==> src/core/sras_pkg.sv <==
/*
  Package for the SPI register access slave: datagram layout, widths, reset values.
  Assumes a 100 MHz system clock and an SPI master clocking at most a quarter of it.
*/
package sras_pkg;
  localparam int FRAME_BITS   = 40;            // Datagram length
  localparam int DATA_BITS    = 32;            // Data field width
  localparam int ADDR_BITS    = 7;             // Register address width
  localparam int STATUS_BITS  = 8;             // Status byte width
  localparam int WRITE_BIT    = 39;            // Access type bit position
  localparam int ADDR_MSB     = 38;            // Address field top
  localparam int ADDR_LSB     = 32;            // Address field bottom
  localparam int SYNC_STAGES  = 2;             // Synchroniser depth
  localparam int CNT_BITS     = 6;             // Bit counter width
  localparam logic [5:0] CNT_RST   = 6'h00;    // Bit counter after reset
  localparam logic [5:0] CNT_FULL  = 6'h28;    // Forty bits seen
  localparam logic [39:0] SHIFT_RST = 40'h0000000000; // Shift register after reset
  localparam logic [31:0] DATA_RST  = 32'h00000000;   // Reply data after reset
  localparam logic [1:0]  SYNC_RST  = 2'h3;            // Idle level of select; serial clock also reset high

  typedef enum logic [1:0] {
    SRAS_IDLE = 2'b00,
    SRAS_SHIFT = 2'b01,
    SRAS_DONE = 2'b11
  } sras_state_t;
endpackage

==> src/core/sras_link_if.sv <==
/*
  Interface carrying synchronised link events from the pin stage to the core.
  Assumes both ends run on i_clk_sys.
*/
`timescale 1ns/100ps
interface sras_link_if;
  logic sel_fall;   // Select went low
  logic sel_rise;   // Select went high
  logic sel_act;    // Select is low
  logic clk_rise;   // Serial clock rising edge
  logic clk_fall;   // Serial clock falling edge
  logic din;        // Synchronised serial input

  modport src
  (
    output sel_fall, sel_rise, sel_act, clk_rise, clk_fall, din
  );
  modport dst
  (
    input sel_fall, sel_rise, sel_act, clk_rise, clk_fall, din
  );
endinterface

==> src/core/sras_pin_sync.sv <==
/*
  Pin synchroniser for select, serial clock and serial data, edge finder for select and serial clock.
  Assumes the pins are asynchronous to i_clk_sys.
*/
`timescale 1ns/100ps
module sras_pin_sync
  import sras_pkg::*;
(
  input  wire logic i_clk_sys,         // System clock
  input  wire logic i_rst,             // Synchronous reset
  input  wire logic i_host_select_n,   // Chip select pin
  input  wire logic i_host_serial_clock, // Serial clock pin
  input  wire logic i_host_serial_in,  // Serial data pin
  sras_link_if.src  link               // Events to the core
);
  logic [1:0] sel_sync;
  logic [1:0] clk_sync;
  logic [1:0] din_sync;
  logic       sel_prev;
  logic       clk_prev;

  // Two flops per pin, then one delay stage for edge detection
  always_ff @(posedge i_clk_sys)
  begin
    if (i_rst)
    begin
      sel_sync <= SYNC_RST;
      clk_sync <= SYNC_RST;
      din_sync <= 2'h0;
      sel_prev <= 1'b1;
      clk_prev <= 1'b1;
    end
    else
    begin
      sel_sync <= {sel_sync[0], i_host_select_n};
      clk_sync <= {clk_sync[0], i_host_serial_clock};
      din_sync <= {din_sync[0], i_host_serial_in};
      sel_prev <= sel_sync[1];
      clk_prev <= clk_sync[1];
    end
  end

  // Edge events read the second stage and the delay stage
  assign link.sel_fall = sel_prev & ~sel_sync[1];
  assign link.sel_rise = ~sel_prev & sel_sync[1];
  assign link.sel_act  = ~sel_sync[1];
  assign link.clk_rise = ~clk_prev & clk_sync[1];
  assign link.clk_fall = clk_prev & ~clk_sync[1];
  assign link.din      = din_sync[1];
endmodule

==> src/core/sras_spi_slave.sv <==
/*
  SPI register access slave: 40-bit datagrams, pipelined reads, status byte lead-in,
  pass-through daisy chaining beyond 40 bits.
  Assumes a register file that answers o_reg_addr combinationally on i_reg_rdata,
  and a master clocking at most a quarter of i_clk_sys.
*/
`timescale 1ns/100ps
module sras_spi_slave
  import sras_pkg::*;
#(
  parameter int FRAME_W = FRAME_BITS   // Datagram length
)
(
  input  wire logic                      i_clk_sys,           // System clock
  input  wire logic                      i_rst,               // Synchronous reset, active high
  input  wire logic                      i_host_select_n,     // Chip select, active low
  input  wire logic                      i_host_serial_clock, // Serial clock from master
  input  wire logic                      i_host_serial_in,    // Serial data from master
  output logic                           o_host_serial_out,   // Serial data to master
  input  wire logic [STATUS_BITS-1:0]    i_status_events,     // Selected status event bits
  output logic [ADDR_BITS-1:0]           o_reg_addr,          // Register address
  output logic [DATA_BITS-1:0]           o_reg_wdata,         // Write data
  output logic                           o_reg_we,            // Write strobe, one cycle
  output logic                           o_reg_re,            // Read strobe, one cycle
  input  wire logic [DATA_BITS-1:0]      i_reg_rdata          // Read data for o_reg_addr
);
  import sras_pkg::*;

  sras_link_if link ();

  sras_pin_sync u_sync
  (
    .i_clk_sys           (i_clk_sys),
    .i_rst               (i_rst),
    .i_host_select_n     (i_host_select_n),
    .i_host_serial_clock (i_host_serial_clock),
    .i_host_serial_in    (i_host_serial_in),
    .link                (link)
  );

  // Frame state, shift path and reply storage
  sras_state_t          state;          // Frame state
  sras_state_t          next_state;     // Next frame state
  logic [FRAME_W-1:0]   shift;          // Datagram shift register
  logic [FRAME_W-1:0]   next_shift;     // Next shift register value
  logic [CNT_BITS-1:0]  bit_cnt;        // Rising serial clocks in this frame
  logic [CNT_BITS-1:0]  next_bit_cnt;   // Next bit count
  logic [DATA_BITS-1:0] reply_data;     // Data field of the next reply
  logic                 sdo;            // Serial output bit
  logic                 sdo_load;       // First status bit is due

  // Frame events seen in this cycle; serial clock counts only inside a frame
  wire                  frame_start = (state == SRAS_IDLE) && link.sel_fall;
  wire                  in_frame    = (state == SRAS_SHIFT) && link.sel_act;
  wire                  bit_in      = in_frame && link.clk_rise;
  wire                  bit_out     = in_frame && link.clk_fall;
  wire                  frame_end   = (state == SRAS_SHIFT) && link.sel_rise;

  // Datagram field decode
  wire                  frame_ok  = (bit_cnt >= CNT_FULL);
  wire                  cmd_write = shift[WRITE_BIT];
  wire [ADDR_BITS-1:0]  cmd_addr  = shift[ADDR_MSB:ADDR_LSB];
  wire [DATA_BITS-1:0]  cmd_data  = shift[DATA_BITS-1:0];
  wire                  take_cmd  = frame_end && frame_ok;
  wire                  take_wr   = take_cmd && cmd_write;
  wire                  take_rd   = take_cmd && !cmd_write;

  // Frame state sequence
  always_comb
  begin
    next_state = state;
    case (state)
      SRAS_IDLE:  if (link.sel_fall) next_state = SRAS_SHIFT;
      SRAS_SHIFT: if (link.sel_rise) next_state = SRAS_DONE;
      SRAS_DONE:  next_state = SRAS_IDLE;
      default:    next_state = SRAS_IDLE;
    endcase
  end

  // Shift register next value: load status and reply at start, shift on rising clock
  always_comb
  begin
    next_shift = shift;
    if (frame_start)
      next_shift = {i_status_events, reply_data};
    else if (bit_in)
      next_shift = {shift[FRAME_W-2:0], link.din};
  end

  // Bit count: cleared at frame start, held at forty so long frames stay valid
  always_comb
  begin
    next_bit_cnt = bit_cnt;
    if (frame_start)
      next_bit_cnt = CNT_RST;
    else if (bit_in && !frame_ok)
      next_bit_cnt = bit_cnt + 6'h01;
  end

  // Frame state register
  always_ff @(posedge i_clk_sys)
  begin
    if (i_rst)
      state <= SRAS_IDLE;
    else
      state <= next_state;
  end

  // Datagram shift register
  always_ff @(posedge i_clk_sys)
  begin
    if (i_rst)
      shift <= SHIFT_RST;
    else
      shift <= next_shift;
  end

  // Rising clock counter
  always_ff @(posedge i_clk_sys)
  begin
    if (i_rst)
      bit_cnt <= CNT_RST;
    else
      bit_cnt <= next_bit_cnt;
  end

  // Reply data: a write is mirrored at frame end; read data is taken while
  // o_reg_re stands, so the register file answers the address already on
  // o_reg_addr rather than one hidden inside the shift register
  always_ff @(posedge i_clk_sys)
  begin
    if (i_rst)
      reply_data <= DATA_RST;
    else if (take_wr)
      reply_data <= cmd_data;
    else if (o_reg_re)
      reply_data <= i_reg_rdata;
  end

  // Register strobes, one cycle on a complete datagram
  always_ff @(posedge i_clk_sys)
  begin
    if (i_rst)
    begin
      o_reg_we <= 1'b0;
      o_reg_re <= 1'b0;
    end
    else
    begin
      o_reg_we <= take_wr;
      o_reg_re <= take_rd;
    end
  end

  // Address and write data, held until the next complete datagram
  always_ff @(posedge i_clk_sys)
  begin
    if (i_rst)
    begin
      o_reg_addr  <= '0;
      o_reg_wdata <= DATA_RST;
    end
    else if (take_cmd)
    begin
      o_reg_addr  <= cmd_addr;
      o_reg_wdata <= cmd_data;
    end
  end

  // First status bit is presented one cycle after the frame loads
  always_ff @(posedge i_clk_sys)
  begin
    if (i_rst)
      sdo_load <= 1'b0;
    else
      sdo_load <= frame_start;
  end

  // Output bit: top of shift register, updated after falling serial clock
  always_ff @(posedge i_clk_sys)
  begin
    if (i_rst)
      sdo <= 1'b0;
    else if (sdo_load)
      sdo <= shift[FRAME_W-1];
    else if (bit_out)
      sdo <= shift[FRAME_W-1];
  end

  assign o_host_serial_out = sdo;
endmodule

==> config.mk <==
export PLATFORM = sky130hd
export DESIGN_NAME = sras_spi_slave
export DESIGN_NICKNAME = d
export VERILOG_FILES = /design/src/core/sras_pkg.sv /design/src/core/sras_link_if.sv /design/src/core/sras_pin_sync.sv /design/src/core/sras_spi_slave.sv
export SDC_FILE = /design/constraint.sdc
export NUM_CORES = 1
export LEC_CHECK = 0
export ABC_AREA = 0
export BUFFER_PORTS_ARGS = -buffer_cell sky130_fd_sc_hd__buf_2
export CAP_MARGIN = 20
export CORE_MARGIN = 4
export CORE_UTILIZATION = 57
export DETAILED_ROUTE_END_ITERATION = 6
export HOLD_SLACK_MARGIN = 0.12
export PLACE_DENSITY = 0.8
export SYNTH_ARGS = -nofsm -noshare
export SYNTH_HDL_FRONTEND = slang
export SYNTH_SLANG_ARGS = --single-unit
==> constraint.sdc <==
create_clock -name i_clk_sys -period 2.1 [get_ports i_clk_sys]
set_input_delay 0.315 -clock i_clk_sys [delete_from_list [all_inputs] [get_ports i_clk_sys]]
set_output_delay 0.315 -clock i_clk_sys [all_outputs]
set_load 0.005 [all_outputs]
==> flow_summary.html, run 1 <==
<table>
<tr><th>Metric</th><th>Value</th></tr>
<tr><th colspan="2">Final layout</th></tr>
<tr><td>Final standard cell count with taps included and fillers excluded</td><td>853</td></tr>
<tr><td>Leading cell types in the layout, fill and taps excluded</td><td>130 x sky130_fd_sc_hd__dfxtp_1, 85 x sky130_fd_sc_hd__buf_2, 79 x sky130_fd_sc_hd__a21oi_1</td></tr>
<tr><td>Antenna cells</td><td>0</td></tr>
<tr><td>Share of post-route cells with drive strength above 1</td><td>22.4%</td></tr>
<tr><td>Area growth from synthesis to layout</td><td>21.3%</td></tr>
<tr><td>Most common cell after layout, fill and taps aside</td><td>sky130_fd_sc_hd__dfxtp_1</td></tr>
<tr><td>Post-layout net count</td><td>754</td></tr>
<tr><th colspan="2">Run</th></tr>
<tr><td>Max_cap viols</td><td>0</td></tr>
<tr><th colspan="2">Synth</th></tr>
<tr><td>Dominant register cell in the synthesized netlist</td><td>sky130_fd_sc_hd__dfxtp_1</td></tr>
<tr><td>Post-synthesis sequential element count</td><td>131</td></tr>
<tr><td>Sequential cell area fraction in the yosys report</td><td>44.9%</td></tr>
<tr><td>Number of nets produced by synthesis</td><td>692</td></tr>
<tr><td>Async set-or-reset flop fraction in the synthesized netlist</td><td>0%</td></tr>
<tr><td>Area of the mapped netlist</td><td>5840 um2</td></tr>
<tr><td>Per-instance average area after synthesis</td><td>9.05 um2</td></tr>
<tr><td>Synth unique cells</td><td>38</td></tr>
<tr><td>Count of synthesis-stage warnings from yosys</td><td>0</td></tr>
<tr><td>Syn Inst Count</td><td>645</td></tr>
<tr><td>Count of flip-flops with a built-in enable after synthesis</td><td>0</td></tr>
<tr><th colspan="2">Detailed routing</th></tr>
<tr><td>Vias after detailed routing</td><td>5579</td></tr>
<tr><td>Drt via density</td><td>6.54</td></tr>
<tr><td>Number of nets still failing antenna checks after routing</td><td>0</td></tr>
<tr><td>Detailed-route wire length</td><td>16100 um</td></tr>
<tr><td>DRC violation total after the first TritonRoute iteration</td><td>455</td></tr>
<tr><td>WL/cell</td><td>18.9 um</td></tr>
<tr><td>TritonRoute pass-1 iters</td><td>5</td></tr>
<tr><td>Post-detailed-route DRC marker count</td><td>0</td></tr>
<tr><th colspan="2">STA</th></tr>
<tr><td>Max_slew headroom</td><td>50.5%</td></tr>
<tr><td>Setup repair after global routing missed its margin</td><td>no</td></tr>
<tr><td>Clock Skews</td><td>0.0102 ns</td></tr>
<tr><td>Measured slew at the worst slew-check pin</td><td>0.742 ns</td></tr>
<tr><td>Worst hold slack across all endpoints</td><td>0.145 ns</td></tr>
<tr><td>Setup total negative slack</td><td>0 ns</td></tr>
<tr><td>Shortest clock period the worst path allows after layout</td><td>2.00 ns</td></tr>
<tr><td>Achievable clock frequency</td><td>0.501 GHz</td></tr>
<tr><td>Final Max Tran Viols</td><td>0</td></tr>
<tr><td>Final hold vios</td><td>0</td></tr>
<tr><td>Crit share post-route</td><td>95.1%</td></tr>
<tr><td>Setup Viol. Count Final</td><td>0</td></tr>
<tr><th colspan="2">Worst setup path</th></tr>
<tr><td>Setup crit start kind</td><td>flip-flop</td></tr>
<tr><td>Internal reg-to-reg setup slack</td><td>0.10 ns</td></tr>
<tr><td>Endpoint arrival time on the critical path</td><td>2.37 ns</td></tr>
<tr><td>Depth of the worst register-to-register path</td><td>4</td></tr>
<tr><td>Required time worst endpoint</td><td>2.47 ns</td></tr>
<tr><td>Sort of element at the end of the critical path</td><td>flip-flop</td></tr>
<tr><td>Worst Path Class, Setup</td><td>reg -&gt; reg</td></tr>
<tr><td>CP Max Fanout</td><td>28</td></tr>
<tr><th colspan="2">Clocking</th></tr>
<tr><td>TritonCTS buffer count</td><td>17</td></tr>
<tr><td>Buffer count from post-CTS setup fixing</td><td>0</td></tr>
<tr><td>H-tree depth</td><td>4</td></tr>
<tr><td>TritonCTS sink count</td><td>131</td></tr>
<tr><td>Register clock-pin slew on the reported worst setup and hold paths</td><td>0.06 ns</td></tr>
<tr><td>TritonCTS clock tree</td><td>built</td></tr>
<tr><td>Clk Tree Root Cell</td><td>sky130_fd_sc_hd__clkbuf_8</td></tr>
<tr><td>Source-to-sink clock delay at the later pin of the worst-skew pair</td><td>0.52 ns</td></tr>
<tr><td>Maximum root-to-sink buffer count</td><td>2</td></tr>
<tr><th colspan="2">GRT</th></tr>
<tr><td>Number of global-route vias before repair</td><td>5382</td></tr>
<tr><td>Gr ovfl total</td><td>0</td></tr>
<tr><td>GRT Overall Usage</td><td>27.6%</td></tr>
<tr><td>Pin count of the biggest net entering global routing</td><td>50</td></tr>
<tr><td>Initial antenna violation count</td><td>0</td></tr>
<tr><td>Global-route wire length before repair</td><td>26400 um</td></tr>
<tr><th colspan="2">Floorplanning</th></tr>
<tr><td>Count of pins on the block boundary</td><td>87</td></tr>
<tr><td>Effective utilization at floorplan</td><td>59.2%</td></tr>
<tr><td>Die area</td><td>11900 um2</td></tr>
<tr><td>Die X</td><td>109 um</td></tr>
<tr><td>Rows</td><td>36</td></tr>
<tr><td>Chip height</td><td>109 um</td></tr>
<tr><td>Core area</td><td>9860 um2</td></tr>
<tr><th colspan="2">Pwr</th></tr>
<tr><td>Total leakage power</td><td>2.33 nW</td></tr>
<tr><td>Final total power</td><td>5.60 mW</td></tr>
<tr><td>Power density over the cells</td><td>791 nW/um2</td></tr>
<tr><td>Peak supply drop</td><td>0.441 mV</td></tr>
<tr><th colspan="2">Placement</th></tr>
<tr><td>Cell count after placement</td><td>811</td></tr>
<tr><td>Half-perimeter wire length of the detailed placement result</td><td>9760 um</td></tr>
<tr><td>Input/output buffers</td><td>86</td></tr>
<tr><td>Final estimated routing congestion in global placement</td><td>0.786</td></tr>
<tr><th colspan="2">Worst hold path</th></tr>
<tr><td>Hold Crit Class</td><td>in -&gt; reg</td></tr>
<tr><td>Cell depth of the worst min-delay path</td><td>3</td></tr>
<tr><th colspan="2">Run status</th></tr>
<tr><td>Outcome</td><td>finished clean</td></tr>
</table>
-- power breakdown --
| group | internal [mW] | switching [mW] |
|---|---|---|
| sequential | 2.50 | 0.00954 |
| combinational | 0.0832 | 0.137 |
| clock | 1.76 | 1.11 |
| total | 4.34 | 1.26 |
-- worst paths after layout --
path | startpoint | end
max reg2reg | state[1] | shift[21]
min | i_reg_rdata[25] | reply_data[25]
min reg2reg | u_sync.sel_sync[0] | u_sync.sel_sync[1]
max | state[1] | shift[21]
-- synthesized netlist by cell type (6+ instances only) --
| master | count | area [um2] |
|---|---|---|
| sky130_fd_sc_hd__a32oi_1 | 39 | 342 |
| sky130_fd_sc_hd__o21ai_0 | 40 | 200 |
| sky130_fd_sc_hd__buf_2 | 24 | 120 |
| sky130_fd_sc_hd__clkbuf_1 | 53 | 199 |
| sky130_fd_sc_hd__nor2b_1 | 41 | 257 |
| sky130_fd_sc_hd__mux2i_1 | 37 | 370 |
| sky130_fd_sc_hd__nand3_1 | 47 | 235 |
| sky130_fd_sc_hd__nor4_1 | 34 | 213 |
| sky130_fd_sc_hd__a21oi_1 | 79 | 395 |
| sky130_fd_sc_hd__a211oi_1 | 33 | 248 |
| sky130_fd_sc_hd__dfxtp_1 | 131 | 2620 |
| sky130_fd_sc_hd__o211ai_1 | 39 | 293 |
| sky130_fd_sc_hd__inv_1 | 6 | 22.5 |
-- cells by family after synthesis --
group / Yosys count / share of synthesized area (%)
flops: 131 / 44.9
fa+ha+maj: 2 / 0.429
mux: 38 / 6.54
compound gates: 234 / 25.8
simple gates: 154 / 16.2
buf+inv: 86 / 6.13
-- through the flow --
stage	area, um2	utilization (%)	setup slack [ns]
6_report	7080	71.8	0.103
5_1_grt	7080	71.8	0.0557
4_1_cts	7080	71.8	0.141
3_5_place_dp	6400	64.9	0.208
3_3_place_gp	6400	64.9	0.263
2_1_floorplan	5840	-	0.528
-- what timing repair did --
action                    4_1_cts  5_1_grt
hold buffers                   10        0
gates resized for setup         0        0
hold endpoints to repair       10        0
-- cell type report --
class / instances / area (um2)
clock inverters: 11 / 128
well taps: 133 / 166
multi-input cells: 428 / 2890
flip-flops and latches: 131 / 2620
repair buffers: 123 / 798
fillers: 730 / 2780
inverters: 6 / 22.5
clock buffers: 21 / 449
-- routing by layer --
metal  share of wire, %  vias up  GRT usage, %
met1                 42     2695          36.1
met2                 50      267          45.7
met4                1.6        0          10.5
met5                  0        -             0
met3                6.9       30          4.91
li1                   -     2587             -
-- registers in the layout, summed over array words and instances (netlist names), 2 cells and up --
signal           count
reply_data          32
shift               40
o_reg_wdata         32
bit_cnt              6
state                2
u_sync.sel_sync      2
o_reg_addr           7
u_sync.din_sync      2
u_sync.clk_sync      2
-- worst max-delay path, cell delays in order, from the launching register on --
cell                       delay (ns)
sky130_fd_sc_hd__dfxtp_1         0.38
sky130_fd_sc_hd__or3b_2          0.73
sky130_fd_sc_hd__buf_4           0.35
sky130_fd_sc_hd__o211ai_1        0.26
sky130_fd_sc_hd__a21oi_1         0.12
Note: power is estimated with default switching activity, not from simulation.
==> run 2, diff against run 1 <==
Settings changed: CELL_PAD_IN_SITES_DETAIL_PLACEMENT set to 1, CELL_PAD_IN_SITES_GLOBAL_PLACEMENT set to 1, CORE_UTILIZATION 57 to 43, PLACE_DENSITY 0.8 to not set, PLACE_DENSITY_LB_ADDON set to 0.1.
==> flow_summary.html, run 2 (synthesis gave the netlist of run 1 again) <==
<table>
<tr><th>Metric</th><th>Value</th></tr>
<tr><th colspan="2">Run status</th></tr>
<tr><td>Outcome</td><td>finished clean</td></tr>
<tr><th colspan="2">Detailed routing</th></tr>
<tr><td>WL/cell</td><td>20.2 um</td></tr>
<tr><td>Routed wl met3</td><td>859 um</td></tr>
<tr><td>Highest metal used</td><td>met4</td></tr>
<tr><td>Post-detailed-route DRC marker count</td><td>0</td></tr>
<tr><td>Routed met1 length</td><td>7860 um</td></tr>
<tr><td>TritonRoute pass-1 iters</td><td>5</td></tr>
<tr><td>Drt via density</td><td>6.16</td></tr>
<tr><td>Detailed-route wire length</td><td>18000 um</td></tr>
<tr><td>Routed wire length on met2</td><td>8980 um</td></tr>
<tr><td>DRC violation total after the first TritonRoute iteration</td><td>369</td></tr>
<tr><td>Number of nets still failing antenna checks after routing</td><td>0</td></tr>
<tr><td>Vias after detailed routing</td><td>5504</td></tr>
<tr><th colspan="2">Clocking</th></tr>
<tr><td>TritonCTS sink count</td><td>131</td></tr>
<tr><td>TritonCTS buffer count</td><td>17</td></tr>
<tr><td>Buffer count from post-CTS setup fixing</td><td>0</td></tr>
<tr><td>Number of gates given a new drive strength after cts</td><td>0</td></tr>
<tr><td>Hold_buf cts</td><td>3</td></tr>
<tr><td>TritonCTS clock tree</td><td>built</td></tr>
<tr><td>Clk Tree Root Cell</td><td>sky130_fd_sc_hd__clkbuf_16</td></tr>
<tr><td>Register clock-pin slew on the reported worst setup and hold paths</td><td>0.06 ns</td></tr>
<tr><td>Source-to-sink clock delay at the later pin of the worst-skew pair</td><td>0.42 ns</td></tr>
<tr><td>Maximum root-to-sink buffer count</td><td>2</td></tr>
<tr><td>H-tree depth</td><td>4</td></tr>
<tr><th colspan="2">STA</th></tr>
<tr><td>Measured slew at the worst slew-check pin</td><td>0.588 ns</td></tr>
<tr><td>Setup repair after global routing missed its margin</td><td>no</td></tr>
<tr><td>Achievable clock frequency</td><td>0.560 GHz</td></tr>
<tr><td>Final Max Tran Viols</td><td>0</td></tr>
<tr><td>Setup Viol. Count Final</td><td>0</td></tr>
<tr><td>Worst hold slack across all endpoints</td><td>0.163 ns</td></tr>
<tr><td>Final hold vios</td><td>0</td></tr>
<tr><td>Shortest clock period the worst path allows after layout</td><td>1.79 ns</td></tr>
<tr><td>Setup total negative slack</td><td>0 ns</td></tr>
<tr><td>Crit path setup slack, layout</td><td>0.315 ns</td></tr>
<tr><td>Crit share post-route</td><td>85.0%</td></tr>
<tr><td>Clock Skews</td><td>0.00596 ns</td></tr>
<tr><td>Max_slew headroom</td><td>60.6%</td></tr>
<tr><th colspan="2">Final layout</th></tr>
<tr><td>Area growth from synthesis to layout</td><td>20.9%</td></tr>
<tr><td>Most common cell after layout, fill and taps aside</td><td>sky130_fd_sc_hd__dfxtp_1</td></tr>
<tr><td>Final non-filler cell area</td><td>7060 um2</td></tr>
<tr><td>Largest Register</td><td>shift</td></tr>
<tr><td>Fill cell instance count of the final layout</td><td>1556</td></tr>
<tr><td>Final standard cell utilization of the core</td><td>53.1%</td></tr>
<tr><td>Flip-flop count of the largest register, all copies and words added</td><td>40</td></tr>
<tr><td>Antenna cells</td><td>0</td></tr>
<tr><td>Share of post-route cells with drive strength above 1</td><td>23.1%</td></tr>
<tr><td>Leading cell types in the layout, fill and taps excluded</td><td>130 x sky130_fd_sc_hd__dfxtp_1, 85 x sky130_fd_sc_hd__buf_2, 79 x sky130_fd_sc_hd__a21oi_1</td></tr>
<tr><td>Registers with the highest flip-flop counts</td><td>shift x40, o_reg_wdata x32, reply_data x32</td></tr>
<tr><td>Post-layout net count</td><td>753</td></tr>
<tr><th colspan="2">Pwr</th></tr>
<tr><td>Peak supply drop</td><td>0.519 mV</td></tr>
<tr><td>Power density over the cells</td><td>788 nW/um2</td></tr>
<tr><td>Total leakage power</td><td>2.32 nW</td></tr>
<tr><th colspan="2">Floorplanning</th></tr>
<tr><td>Die X</td><td>125 um</td></tr>
<tr><td>Die area</td><td>15500 um2</td></tr>
<tr><td>Count of pins on the block boundary</td><td>87</td></tr>
<tr><td>Chip height</td><td>125 um</td></tr>
<tr><td>Effective utilization at floorplan</td><td>43.9%</td></tr>
<tr><td>Rows</td><td>42</td></tr>
<tr><td>Core area</td><td>13300 um2</td></tr>
<tr><th colspan="2">GRT</th></tr>
<tr><td>Global-route wire length before repair</td><td>30500 um</td></tr>
<tr><td>Pin count of the biggest net entering global routing</td><td>72</td></tr>
<tr><td>Number of global-route vias before repair</td><td>5922</td></tr>
<tr><td>GRT Overall Usage</td><td>23.7%</td></tr>
<tr><td>Gr ovfl total</td><td>0</td></tr>
<tr><td>Initial antenna violation count</td><td>0</td></tr>
<tr><th colspan="2">Placement</th></tr>
<tr><td>Final estimated routing congestion in global placement</td><td>0.776</td></tr>
<tr><td>Post-DP Area</td><td>6470 um2</td></tr>
<tr><td>Post-placement setup slack</td><td>0.320 ns</td></tr>
<tr><td>Input/output buffers</td><td>86</td></tr>
<tr><td>Half-perimeter wire length of the detailed placement result</td><td>11200 um</td></tr>
<tr><th colspan="2">Worst setup path</th></tr>
<tr><td>Setup crit start kind</td><td>flip-flop</td></tr>
<tr><td>Worst Path Class, Setup</td><td>reg -&gt; reg</td></tr>
<tr><td>CP Max Fanout</td><td>19</td></tr>
<tr><td>Internal reg-to-reg setup slack</td><td>0.31 ns</td></tr>
<tr><td>Required time worst endpoint</td><td>2.41 ns</td></tr>
<tr><td>Endpoint arrival time on the critical path</td><td>2.10 ns</td></tr>
<tr><td>Sort of element at the end of the critical path</td><td>flip-flop</td></tr>
<tr><th colspan="2">Run</th></tr>
<tr><td>Max_cap viols</td><td>0</td></tr>
<tr><th colspan="2">Worst hold path</th></tr>
<tr><td>Hold Crit Class</td><td>in -&gt; reg</td></tr>
</table>
## run 2: worst paths after layout
path	startpoint	endpoint	cells after the start
setup reg to reg	state[0]	bit_cnt[0]	3
hold reg to reg	u_sync.sel_sync[0]	u_sync.sel_sync[1]	1
hold / removal	i_status_events[1]	shift[33]	3
setup / recovery	state[0]	bit_cnt[0]	3
## run 2: area by class of cell
type	count	area [um2]	area share (%)
clock buffers	20	447	6.33
repair buffers	122	736	10.4
flip-flops and latches	131	2620	37.2
inverters	6	22.5	0.319
clock inverters	11	113	1.60
multi-input cells	428	2890	41.0
well taps	176	220	3.12
## run 2: critical path, stage by stage, from the launching register on
cell and delay [ns]:
sky130_fd_sc_hd__dfxtp_1 0.34, sky130_fd_sc_hd__or3b_2 0.69, sky130_fd_sc_hd__nor3_4 0.28, sky130_fd_sc_hd__mux2_2 0.35
## run 2: power by group
part	switching, mW	leakage (nW)	internal [mW]
logic	0.141	0.989	0.0728
registers	0.00859	1.06	2.50
clock network	1.09	0.271	1.75
## run 2: layer usage
layer	up-vias	GRT usage (%)
met5	-	0
met2	146	40.6
li1	2582	-
met3	35	5.75
met1	2741	29.0
met4	0	8.83
## run 2: metrics by stage
stage,cells,power [mW]
detailed placement,860,2.77
floorplan,645,2.67
global placement,860,2.77
CTS,894,5.62
finish,894,5.56
global route,894,5.75
==> run 3, diff against run 2 <==
Settings changed: GPL_ROUTABILITY_DRIVEN set to 0, RECOVER_POWER set to 100.
==> flow_summary.html, run 3 (synthesis gave the netlist of run 1 again) <==
<table>
<tr><th>Metric</th><th>Value</th></tr>
<tr><th colspan="2">Pwr</th></tr>
<tr><td>Internal portion of total power</td><td>4.32 mW</td></tr>
<tr><td>Comb pwr share</td><td>3.8%</td></tr>
<tr><td>Switching pwr</td><td>1.24 mW</td></tr>
<tr><td>Power share of the sequential group</td><td>45.1%</td></tr>
<tr><td>Switching power as a share of total power</td><td>22.2%</td></tr>
<tr><td>Total leakage power</td><td>2.19 nW</td></tr>
<tr><td>Peak supply drop</td><td>0.519 mV</td></tr>
<tr><td>Power density over the cells</td><td>796 nW/um2</td></tr>
<tr><td>Portion of total power attributed to the clock network</td><td>51.1%</td></tr>
<tr><th colspan="2">GRT</th></tr>
<tr><td>Initial antenna violation count</td><td>0</td></tr>
<tr><td>Pin count of the biggest net entering global routing</td><td>72</td></tr>
<tr><td>Number of global-route vias before repair</td><td>5922</td></tr>
<tr><td>Global-route wire length before repair</td><td>30500 um</td></tr>
<tr><td>GRT Overall Usage</td><td>23.7%</td></tr>
<tr><td>Gr ovfl total</td><td>0</td></tr>
<tr><th colspan="2">Worst setup path</th></tr>
<tr><td>Capturing point of the worst reg2reg path</td><td>bit_cnt[0]</td></tr>
<tr><td>CP Max Fanout</td><td>19</td></tr>
<tr><td>Worst Path Class, Setup</td><td>reg -&gt; reg</td></tr>
<tr><td>Endpoint arrival time on the critical path</td><td>2.25 ns</td></tr>
<tr><td>Setup crit start kind</td><td>flip-flop</td></tr>
<tr><td>Delay contributed by the slowest stage of the critical path</td><td>0.68 ns</td></tr>
<tr><td>Timing startpoint of the critical path</td><td>state[0]</td></tr>
<tr><td>Critical path, cell by cell</td><td>or3b_2, nor3_1, mux2_2</td></tr>
<tr><td>Worst R2R Start</td><td>state[0]</td></tr>
<tr><td>Critical Path Slowest Stage Cell</td><td>sky130_fd_sc_hd__or3b_2</td></tr>
<tr><td>Depth of the worst register-to-register path</td><td>3</td></tr>
<tr><td>Required time worst endpoint</td><td>2.41 ns</td></tr>
<tr><td>CP top delay family</td><td>simple AND/OR/NAND/NOR gates</td></tr>
<tr><td>Internal reg-to-reg setup slack</td><td>0.16 ns</td></tr>
<tr><td>WP buf/inv</td><td>0</td></tr>
<tr><td>Sort of element at the end of the critical path</td><td>flip-flop</td></tr>
<tr><th colspan="2">Final layout</th></tr>
<tr><td>Flip-flop count of the largest register, all copies and words added</td><td>40</td></tr>
<tr><td>Final standard cell utilization of the core</td><td>52.5%</td></tr>
<tr><td>Area growth from synthesis to layout</td><td>19.6%</td></tr>
<tr><td>Share of post-route cells with drive strength above 1</td><td>18.9%</td></tr>
<tr><td>Largest Register</td><td>shift</td></tr>
<tr><td>Leading cell types in the layout, fill and taps excluded</td><td>131 x sky130_fd_sc_hd__dfxtp_1, 79 x sky130_fd_sc_hd__a21oi_1, 58 x sky130_fd_sc_hd__buf_2</td></tr>
<tr><td>Antenna cells</td><td>0</td></tr>
<tr><td>Final standard cell count with taps included and fillers excluded</td><td>894</td></tr>
<tr><td>Fill cell instance count of the final layout</td><td>1570</td></tr>
<tr><td>Most common cell after layout, fill and taps aside</td><td>sky130_fd_sc_hd__dfxtp_1</td></tr>
<tr><td>Post-layout net count</td><td>753</td></tr>
<tr><td>Registers with the highest flip-flop counts</td><td>shift x40, o_reg_wdata x32, reply_data x32</td></tr>
<tr><th colspan="2">Detailed routing</th></tr>
<tr><td>Number of nets still failing antenna checks after routing</td><td>0</td></tr>
<tr><td>Drt via density</td><td>6.15</td></tr>
<tr><td>Post-detailed-route DRC marker count</td><td>0</td></tr>
<tr><td>Vias after detailed routing</td><td>5500</td></tr>
<tr><td>TritonRoute pass-1 iters</td><td>5</td></tr>
<tr><td>WL/cell</td><td>20.2 um</td></tr>
<tr><td>DRC violation total after the first TritonRoute iteration</td><td>353</td></tr>
<tr><td>Detailed-route wire length</td><td>18100 um</td></tr>
<tr><th colspan="2">Floorplanning</th></tr>
<tr><td>Die X</td><td>125 um</td></tr>
<tr><td>Count of pins on the block boundary</td><td>87</td></tr>
<tr><td>Effective utilization at floorplan</td><td>43.9%</td></tr>
<tr><td>Die area</td><td>15500 um2</td></tr>
<tr><td>Rows</td><td>42</td></tr>
<tr><td>Core area</td><td>13300 um2</td></tr>
<tr><td>Chip height</td><td>125 um</td></tr>
<tr><th colspan="2">Clocking</th></tr>
<tr><td>Register clock-pin slew on the reported worst setup and hold paths</td><td>0.06 ns</td></tr>
<tr><td>H-tree depth</td><td>4</td></tr>
<tr><td>TritonCTS sink count</td><td>131</td></tr>
<tr><td>Buffer count from post-CTS setup fixing</td><td>0</td></tr>
<tr><td>Source-to-sink clock delay at the later pin of the worst-skew pair</td><td>0.42 ns</td></tr>
<tr><td>TritonCTS clock tree</td><td>built</td></tr>
<tr><td>TritonCTS buffer count</td><td>17</td></tr>
<tr><td>Clk Tree Root Cell</td><td>sky130_fd_sc_hd__clkbuf_16</td></tr>
<tr><td>Maximum root-to-sink buffer count</td><td>2</td></tr>
<tr><th colspan="2">Worst hold path</th></tr>
<tr><td>Worst Hold Endpoint</td><td>shift[33]</td></tr>
<tr><td>Worst Min Path Start</td><td>i_status_events[1]</td></tr>
<tr><td>Hold Crit Class</td><td>in -&gt; reg</td></tr>
<tr><td>Cell depth of the worst min-delay path</td><td>3</td></tr>
<tr><th colspan="2">Run</th></tr>
<tr><td>Max_cap viols</td><td>0</td></tr>
<tr><th colspan="2">STA</th></tr>
<tr><td>Max_slew headroom</td><td>4.74%</td></tr>
<tr><td>Crit share post-route</td><td>92.6%</td></tr>
<tr><td>Final hold vios</td><td>0</td></tr>
<tr><td>Final Max Tran Viols</td><td>0</td></tr>
<tr><td>Setup total negative slack</td><td>0 ns</td></tr>
<tr><td>Shortest clock period the worst path allows after layout</td><td>1.94 ns</td></tr>
<tr><td>Measured slew at the worst slew-check pin</td><td>1.43 ns</td></tr>
<tr><td>Achievable clock frequency</td><td>0.514 GHz</td></tr>
<tr><td>Setup repair after global routing missed its margin</td><td>no</td></tr>
<tr><td>Setup Viol. Count Final</td><td>0</td></tr>
<tr><td>Clock Skews</td><td>0.00665 ns</td></tr>
<tr><th colspan="2">Placement</th></tr>
<tr><td>Cell count after placement</td><td>860</td></tr>
<tr><td>Half-perimeter wire length of the detailed placement result</td><td>11200 um</td></tr>
<tr><td>Input/output buffers</td><td>86</td></tr>
<tr><th colspan="2">Run status</th></tr>
<tr><td>Outcome</td><td>finished clean</td></tr>
</table>
-- run 3: changes by cell type in the layout (fill, tap and decap cells not counted), sizes merged --
cell / previous run / this run
clkbuf: 20 / 52
buf: 119 / 87
-- run 3: worst register-to-register path, delay by kind of cell (launching register included) --
| kind | cells | cell delay (ns) |
|---|---|---|
| AND/OR/NAND/NOR | 2 | 1.12 |
| multiplexers | 1 | 0.38 |
| flip-flops | 1 | 0.34 |
-- run 3: cell type report --
class,instances,area (um2),share of cell area [%]
Multi-Input combinational cell,428,2880,41.3
Timing Repair Buffer,122,677,9.69
Tap cell,176,220,3.15
Sequential cell,131,2620,37.6
Clock buffer,20,447,6.40
Inverter,6,22.5,0.323
Clock inverter,11,113,1.61
-- run 3: how the worst max path moves through the flow --
| stage | to | depth (start not counted) |
|---|---|---|
| after CTS | bit_cnt[0] | 3 |
| after floorplan | bit_cnt[0] | 4 |
| after global placement | bit_cnt[0] | 3 |
| after global routing | bit_cnt[0] | 3 |
| after detailed placement | bit_cnt[0] | 3 |
| final | bit_cnt[0] | 3 |
-- run 3: stage by stage --
step           worst slack (ns)  total power [mW]  hold slack (ns)  area [um2]
2_1_floorplan             0.528              2.67            0.389        5840
3_3_place_gp              0.377              2.77            0.399        6470
3_5_place_dp              0.320              2.77            0.402        6470
4_1_cts                   0.303              5.62            0.148        7060
5_1_grt                   0.106              5.74            0.171        6980
6_report                  0.155              5.56            0.165        6980
-- run 3: repair_timing --
item                       4_1_cts  5_1_grt
setup endpoints to repair        0        0
hold buffers                     3        0
resized for setup                0        0
hold endpoints to repair         3        0
-- run 3: power groups by stage --
stage | Combinational [mW] | Clock, mW | Sequential, mW
6_report | 0.208 | 2.84 | 2.51
3_5_place_dp | 0.209 | 0 | 2.56
2_1_floorplan | 0.110 | 0 | 2.56
5_1_grt | 0.228 | 3.01 | 2.51
3_3_place_gp | 0.204 | 0 | 2.56
4_1_cts | 0.215 | 2.89 | 2.51
-- run 3: metal layers --
layer / global-route usage [%] / part of all wire, % / up-vias
met5: 0 / 0 / -
met4: 8.83 / 2.0 / 0
met3: 5.75 / 4.3 / 39
met2: 40.6 / 49 / 137
met1: 29.0 / 44 / 2748
li1: - / - / 2576
